File: src/core/vwk_pkg.sv
// Constants shared by the interrupt request and wake-up logic.
package vwk_pkg;
	localparam int NUM_FLAGS = 5;
	localparam int F_SER = 0;
	localparam int F_NV = 1;
	localparam int F_TMA = 2;
	localparam int F_TMP = 3;
	localparam int F_GRP = 4;
	localparam int VEC_W = 12;
	localparam logic [VEC_W-1:0] VEC_GRP = 12'h00c;
	localparam logic [VEC_W-1:0] VEC_SER = 12'h010;
	localparam logic [VEC_W-1:0] VEC_NV = 12'h014;
	localparam logic [VEC_W-1:0] VEC_RST = 12'h000;
	localparam logic GIE_RST = 1'b0;
	localparam logic FLAG_RST = 1'b0;
endpackage : vwk_pkg

File: src/core/vwk_flag.sv
// One interrupt request flag: hardware set wins over any clear.
`timescale 1ns/100ps
module vwk_flag
	import vwk_pkg::*;
(
	input wire logic clk,
	input wire logic srst,
	input wire logic set,
	input wire logic clr,
	input wire logic svc,
	output logic flag
);
	wire next_flag;

	// A flag holds through a cleared enable; only service or software drops it.
	assign next_flag = set | (flag & ~clr & ~svc);

	always_ff @(posedge clk) begin
		if (srst) begin
			flag <= FLAG_RST;
		end else begin
			flag <= next_flag;
		end
	end
endmodule : vwk_flag

File: src/core/vwk_ctrl.sv
// Interrupt request gating, vectoring, global enable and wake-up logic.
`timescale 1ns/100ps
module vwk_ctrl
	import vwk_pkg::*;
(
	input wire logic clk,
	input wire logic srst,
	input wire logic ser_byte_done,
	input wire logic ser_addr_match,
	input wire logic ser_bus_timeout,
	input wire logic nv_write_done,
	input wire logic timer_match_a,
	input wire logic timer_match_p,
	input wire logic serial_if_int_en,
	input wire logic nv_write_int_en,
	input wire logic timer_a_int_en,
	input wire logic timer_p_int_en,
	input wire logic grouped_int_en,
	input wire logic [NUM_FLAGS-1:0] flag_set,
	input wire logic [NUM_FLAGS-1:0] flag_clr,
	input wire logic gie_set,
	input wire logic gie_clr,
	input wire logic return_with_enable_instr,
	input wire logic stack_full,
	input wire logic low_power,
	output logic [NUM_FLAGS-1:0] req_flag,
	output logic global_int_en,
	output logic int_call,
	output logic [VEC_W-1:0] int_vector,
	output logic wake
);
	////////////////////////////////////////////////////////////////////////////
	wire [NUM_FLAGS-1:0] set_ev;
	wire [NUM_FLAGS-1:0] svc;
	wire [NUM_FLAGS-1:0] rise;
	wire req_ser;
	wire req_nv;
	wire req_grp;
	wire take;
	wire sel_grp;
	wire sel_ser;
	wire sel_nv;
	wire [VEC_W-1:0] next_vector;
	wire next_gie;
	logic [NUM_FLAGS-1:0] flag_prev;

	assign set_ev[F_SER] = ser_byte_done | ser_addr_match | ser_bus_timeout
		| flag_set[F_SER];
	assign set_ev[F_NV] = nv_write_done | flag_set[F_NV];
	assign set_ev[F_TMA] = timer_match_a | flag_set[F_TMA];
	assign set_ev[F_TMP] = timer_match_p | flag_set[F_TMP];
	// The grouped flag follows any member setting its own flag.
	assign set_ev[F_GRP] = set_ev[F_TMA] | set_ev[F_TMP] | flag_set[F_GRP];

	genvar gi;
	generate
		for (gi = 0; gi < NUM_FLAGS; gi++) begin : g_flag
			vwk_flag u_flag (
				.clk(clk),
				.srst(srst),
				.set(set_ev[gi]),
				.clr(flag_clr[gi]),
				.svc(svc[gi]),
				.flag(req_flag[gi])
			);
		end
	endgenerate

	////////////////////////////////////////////////////////////////////////////
	assign req_ser = req_flag[F_SER] & serial_if_int_en;
	assign req_nv = req_flag[F_NV] & nv_write_int_en;
	assign req_grp = req_flag[F_GRP] & grouped_int_en
		& ((req_flag[F_TMA] & timer_a_int_en) | (req_flag[F_TMP] & timer_p_int_en));

	// A full stack holds the request pending rather than overrunning it.
	assign take = global_int_en & ~stack_full & (req_ser | req_nv | req_grp);

	// Fixed priority, lowest vector first.
	assign sel_grp = req_grp;
	assign sel_ser = req_ser & ~req_grp;
	assign sel_nv = req_nv & ~req_grp & ~req_ser;
	assign next_vector = sel_grp ? VEC_GRP : (sel_ser ? VEC_SER : VEC_NV);

	assign svc[F_SER] = take & sel_ser;
	assign svc[F_NV] = take & sel_nv;
	// Timer source flags stay set; software must clear them itself.
	assign svc[F_TMA] = 1'b0;
	assign svc[F_TMP] = 1'b0;
	assign svc[F_GRP] = take & sel_grp;

	// A call drops the global enable so that it cannot fire twice.
	assign next_gie = take ? 1'b0 :
		((return_with_enable_instr | gie_set) ? 1'b1 : (gie_clr ? 1'b0 : global_int_en));

	always_ff @(posedge clk) begin
		if (srst) begin
			global_int_en <= GIE_RST;
		end else begin
			global_int_en <= next_gie;
		end
	end

	// The call pulse asks the core to push the program counter and nothing else.
	always_ff @(posedge clk) begin
		if (srst) begin
			int_call <= 1'b0;
			int_vector <= VEC_RST;
		end else begin
			int_call <= take;
			int_vector <= take ? next_vector : int_vector;
		end
	end

	////////////////////////////////////////////////////////////////////////////
	// Only a low-to-high change wakes; enables play no part, so a flag that
	// software raised before sleeping stays silent.
	assign rise = req_flag & ~flag_prev;

	always_ff @(posedge clk) begin
		if (srst) begin
			flag_prev <= {NUM_FLAGS{FLAG_RST}};
			wake <= 1'b0;
		end else begin
			flag_prev <= req_flag;
			wake <= low_power & (|rise);
		end
	end
endmodule : vwk_ctrl

File: config.mk
export PLATFORM = sky130hd
export DESIGN_NAME = vwk_ctrl
export DESIGN_NICKNAME = d
export VERILOG_FILES = /design/src/core/vwk_pkg.sv /design/src/core/vwk_flag.sv /design/src/core/vwk_ctrl.sv
export SDC_FILE = /design/constraint.sdc
export NUM_CORES = 1
export LEC_CHECK = 0
export BUFFER_PORTS_ARGS = -buffer_cell sky130_fd_sc_hd__buf_2
export CELL_PAD_IN_SITES_DETAIL_PLACEMENT = 0
export CELL_PAD_IN_SITES_GLOBAL_PLACEMENT = 1
export CORE_ASPECT_RATIO = 2
export CORE_MARGIN = 2
export CORE_UTILIZATION = 28
export CTS_CLUSTER_SIZE = 12
export DETAILED_ROUTE_END_ITERATION = 12
export PLACE_DENSITY_LB_ADDON = 0.1
export SKIP_LAST_GASP = 1
export SLEW_MARGIN = 30
export SYNTH_ARGS = -nofsm -noshare
export SYNTH_HDL_FRONTEND = slang
export SYNTH_SLANG_ARGS = --single-unit
File: constraint.sdc
create_clock -name clk -period 1.3 [get_ports clk]
set_input_delay 0.13 -clock clk [delete_from_list [all_inputs] [get_ports clk]]
set_output_delay 0.13 -clock clk [all_outputs]
set_load 0.1 [all_outputs]
==> results.json, run 1 <==
{
  "outcome": "finished clean",
  "htreeDepth": 1,
  "crit_path_max_incr_delay_ps": 460,
  "cts_max_path_buffers": 2,
  "hold_class": "input port to register",
  "cp.required_ps": 1170,
  "cap_violations": 0,
  "async_flop_share": 0,
  "synth-edff-count": 0,
  "crit_chain": "buf_2",
  "ant_nets": 0,
  "synth_top_family_by_area": "simple AND/OR/NAND/NOR gates",
  "slew_viol_final": 0,
  "yosys_warnings": 0,
  "period_needed_ps": 1240,
  "clk_latency_ps": 250,
  "start_util": 0.296,
  "ys.flop_type": "dfxtp_1",
  "finalNetCount": 150,
  "holdBufCountCts": 0,
  "yosysSeqAreaShare": 0.420,
  "crit_path_end": "req_flag[2]",
  "syn_inst": 86,
  "core_area_um2": 2570,
  "tritoncts": "yes",
  "post-route-util": 0.376,
  "numPortBuffers": 38,
  "r2r-start": "g_flag[3].u_flag.flag",
  "wl_um": 1680,
  "crit_type": "register to output port",
  "yosys.area_share.xor_xnor": 0,
  "peakVddDrop_uv": 506,
  "area_delta_synth_final_pct": 26.8,
  "drc": 0,
  "dpl.hpwl_um": 1420,
  "synth_top_cell_by_area": "dfxtp_1",
  "die_h_um": 77.8,
  "layout-drive-gt1-share": 0.405,
  "rows": 26,
  "grt_max_degree": 17,
  "r2r_setup_slack_ps": 240,
  "yosysMostFrequentCell": "dfxtp_1",
  "cp_max_fo": 4,
  "io_pins": 48,
  "setup_tns_ps": 0,
  "grt_pass1_wl_um": 2770,
  "cp-end-kind": "output port",
  "wl_per_cell_um": 11.3,
  "numCtsBuffers": 3,
  "die-area_um2": 3180,
  "synth_fa_ha_area_frac": 0,
  "cp.buffers_inverters": 1,
  "cts_sinks": 16,
  "power.leakage_nw": 0.486,
  "cpLargestDelayFamily": "buffers and inverters",
  "drtIter0Drc": 1,
  "grtUsageTotal": 0.129,
  "synthSimpleGateAreaFrac": 0.273,
  "ys_ff_latch": 16,
  "postCtsSetupBuffers": 0,
  "arrival_ps": 1110,
  "synth_compound_area_frac": 0.133,
  "clock_skew_ps": 3.21,
  "synth.distinct_cells": 25,
  "hold_violations": 0,
  "place_congestion": 0.643,
  "nFillCells": 293,
  "vias": 652,
  "cp_num_cells": 1,
  "netlist_area_um2": 762,
  "antenna_found_initial": 0,
  "fmax_mhz": 808,
  "cts_resized": 0,
  "cp-start-kind": "register",
  "rsz0062_at_grt": "false",
  "grt_pass1_vias": 650,
  "fin_crit_sh": 0.951,
  "firstDrtPassIters": 3,
  "reg2regPathDepth": 4,
  "cellPowerDensity_nw_per_um2": 1460,
  "via_per_inst": 4.38,
  "yosys-top-cells-count": "dfxtp_1 (16), buf_4 (14), nor2_1 (9)",
  "cp-startpoint": "g_flag[2].u_flag.flag",
  "root_buffer": "clkbuf_8",
  "finalSetupViolCount": 0,
  "avgSynthCellArea_um2": 8.86,
  "antenna_cells": 0,
  "synth_top_area_frac": 0.420,
  "grt-ovfl-total": 0,
  "clkTransAtPathRegs_ps": 60,
  "slowest_stage": "buf_2",
  "synth.area.top_cells": "dfxtp_1 (42%), buf_4 (14%), nor2_1 (4.4%)",
  "die_w_um": 40.9,
  "synth_mux_area_frac": 0,
  "r2r-end": "g_flag[1].u_flag.flag"
}
[how the worst min path moves through the flow]
stage                  start  slack, ps  depth (start not counted)                     to
2_1_floorplan           srst        200                          1          global_int_en
6_report       timer_match_a        130                          3  g_flag[2].u_flag.flag
3_3_place_gp   nv_write_done        400                          3  g_flag[1].u_flag.flag
4_1_cts          flag_clr[3]        130                          3  g_flag[3].u_flag.flag
3_5_place_dp   timer_match_a        390                          3  g_flag[2].u_flag.flag
5_1_grt            low_power        140                          2                   wake
[flip-flops by register name, summed over array words and instances (netlist names)]
signal / cells
global_int_en: 1
flag_prev: 5
int_call: 1
g_flag.u_flag.flag: 5
int_vector: 3
wake: 1
[logic make-up (layout without fill, tap and decap cells)]
kind of cell,Yosys count,in the layout
buffers and inverters,20,47
AOI/OAI and AO/OA,14,14
DFF,16,16
other,1,9
and+or+nand+nor,35,35
[cell usage in the layout, fill, tap and decap left out, types with 2 or more instances in the layout]
| cell type | netlist | routed |
|---|---|---|
| nor3_1 | 4 | 4 |
| buf_2 | 1 | 37 |
| o22ai_1 | 5 | 5 |
| nor4_1 | 2 | 2 |
| nand2_1 | 4 | 4 |
| a21oi_1 | 4 | 4 |
| inv_1 | 5 | 5 |
| clkbuf_8 | 0 | 4 |
| nand2b_1 | 4 | 4 |
| dfxtp_1 | 16 | 15 |
| nor2_1 | 9 | 9 |
| nor2b_1 | 5 | 5 |
| conb_1 | 1 | 9 |
[tightest hold or removal path: cells and delay by family]
kind | cells | cell delay, ps
and+or+nand+nor | 1 | 40
AOI/OAI and AO/OA | 1 | 100
buffers and inverters | 1 | 70
[cell type report]
class	count	area [µm²]	area share
Clock buffer	4	55.1	0.0570
Inverter	5	18.8	0.0194
Multi-Input combinational cell	58	343	0.355
Sequential cell	16	322	0.333
Tap cell	28	35.0	0.0363
Timing Repair Buffer	38	193	0.199
[metal layers]
layer / global-route usage / vias to the layer above / share of wire
met5: 0 / - / 0
met4: 0.0800 / 0 / 0.031
met3: 0.0286 / 5 / 0.065
met2: 0.228 / 24 / 0.60
met1: 0.115 / 290 / 0.31
li1: - / 333 / -
[report_power, final]
group / switching (W) / leakage, nW / internal (W) / total (W)
Combinational: 0.000340 / 0.325 / 0.0000838 / 0.000424
Sequential: 0.0000209 / 0.133 / 0.000523 / 0.000543
Clock: 0.000170 / 0.0288 / 0.000269 / 0.000438
Total: 0.000531 / 0.486 / 0.000875 / 0.00141
[through the flow]
stage               cell area, µm²  total power, W  setup WS, ps  instances  hold WS [ps]
global route                   966         0.00148          5.18        149           135
global placement               908        0.000980           240        145           397
finish                         966         0.00141          63.1        149           134
CTS                            963         0.00143          9.84        149           132
detailed placement             908        0.000981           225        145           395
floorplan                      793        0.000937          9.65         94           201
(Power assumes the default switching activity.)
==> run 2, diff against run 1 <==
--- a/config.mk
+++ b/config.mk
@@ -13,7 +13,9 @@
 export CORE_UTILIZATION = 28
 export CTS_CLUSTER_SIZE = 12
 export DETAILED_ROUTE_END_ITERATION = 12
+export GPL_TIMING_DRIVEN = 0
 export PLACE_DENSITY_LB_ADDON = 0.1
+export REMOVE_ABC_BUFFERS = 1
 export SKIP_LAST_GASP = 1
 export SLEW_MARGIN = 30
 export SYNTH_ARGS = -nofsm -noshare
==> results.json, run 2 (synthesis gave the netlist of run 1 again) <==
{
  "finalSetupViolCount": 0,
  "crit_path_max_incr_delay_ps": 460,
  "cellPowerDensity_nw_per_um2": 1450,
  "place_congestion": 0.707,
  "via_per_inst": 4.36,
  "firstDrtPassIters": 2,
  "arrival_ps": 1130,
  "fin_crit_sh": 0.970,
  "cp_max_fo": 4,
  "layout-drive-gt1-share": 0.397,
  "cts_max_path_buffers": 2,
  "area_delta_synth_final_pct": 26.6,
  "dpl.hpwl_um": 1330,
  "crit_type": "register to output port",
  "grt-ovfl-total": 0,
  "setup_tns_ps": 0,
  "cpLargestDelayFamily": "buffers and inverters",
  "rows": 26,
  "post-route-util": 0.375,
  "hold_class": "input port to register",
  "placedCellCount": 145,
  "clkTransAtPathRegs_ps": 60,
  "root_buffer": "clkbuf_8",
  "postCtsSetupBuffers": 0,
  "reg_top3": "flag_prev (5), g_flag.u_flag.flag (5), int_vector (3)",
  "peakVddDrop_uv": 691,
  "die_h_um": 77.8,
  "rsz0062_at_grt": "false",
  "wl_um": 1620,
  "cap_violations": 0,
  "finalNetCount": 150,
  "final_cells": 149,
  "antenna_found_initial": 0,
  "core_area_um2": 2570,
  "grtUsageTotal": 0.116,
  "slew_viol_final": 0,
  "clk_latency_ps": 250,
  "fmax_mhz": 793,
  "io_pins": 48,
  "grt_max_degree": 17,
  "slowest_stage": "buf_2",
  "crit_chain": "buf_2",
  "outcome": "finished clean",
  "period_needed_ps": 1260,
  "ant_nets": 0,
  "layout_commonest_cell": "buf_2",
  "place_ws_ps": 195,
  "cp.buffers_inverters": 1,
  "setup_ws_ps": 39.5,
  "vias": 650,
  "drc": 0,
  "wl_per_cell_um": 10.9,
  "cts_sinks": 16,
  "numPortBuffers": 38,
  "grt_pass1_wl_um": 2540,
  "power.leakage_nw": 0.486,
  "die-area_um2": 3180,
  "drtIter0Drc": 17,
  "cp-start-kind": "register",
  "final_cell_mix": "buf_2 (37), dfxtp_1 (16), nor2_1 (9), conb_1 (9)",
  "clock_skew_ps": 1.30,
  "cp-end-kind": "output port",
  "start_util": 0.296,
  "cp.required_ps": 1170,
  "antenna_cells": 0,
  "tritoncts": "yes",
  "die_w_um": 40.9,
  "grt_pass1_vias": 632,
  "numCtsBuffers": 3,
  "htreeDepth": 1,
  "hold_violations": 0
}
-- run 2: area by class of cell --
cell class / count / area [µm²]
Tap cell: 28 / 35.0
Clock buffer: 4 / 55.1
Inverter: 5 / 18.8
Sequential cell: 16 / 320
Fill cell: 295 / 1610
Timing Repair Buffer: 38 / 193
Multi-Input combinational cell: 58 / 343
-- run 2: final timing paths --
kind | startpoint | end | slack (ps) | depth (start not counted)
setup / recovery | global_int_en | global_int_en | 40 | 1
hold / removal | timer_match_p | g_flag[3].u_flag.flag | 130 | 3
setup reg to reg | g_flag[2].u_flag.flag | g_flag[1].u_flag.flag | 200 | 4
hold reg to reg | int_vector[4] | int_vector[4] | 500 | 2
-- run 2: what timing repair did --
item,4_1_cts,5_1_grt
resized for setup,0,1
setup endpoints to repair,0,1
hold buffers,0,0
-- run 2: stage by stage --
stage | hold slack, ps | total power, W | area (µm²)
2_1_floorplan | 197 | 0.000894 | 682
3_3_place_gp | 386 | 0.000976 | 907
3_5_place_dp | 391 | 0.000979 | 907
4_1_cts | 127 | 0.00143 | 962
5_1_grt | 142 | 0.00146 | 965
6_report | 132 | 0.00140 | 965
-- run 2: report_power, final --
group | total (W) | switching [W] | leakage (nW) | internal, W
combinational | 0.000421 | 0.000337 | 0.325 | 0.0000837
clock | 0.000432 | 0.000163 | 0.0288 | 0.000268
sequential | 0.000544 | 0.0000224 | 0.133 | 0.000522
total | 0.00140 | 0.000523 | 0.486 | 0.000874
-- run 2: per-layer routing --
layer / share of wire / track usage / up-vias
li1: - / - / 333
met1: 0.38 / 0.125 / 287
met2: 0.52 / 0.183 / 26
met3: 0.062 / 0.0171 / 4
met4: 0.031 / 0.0900 / 0
met5: 0 / 0 / -
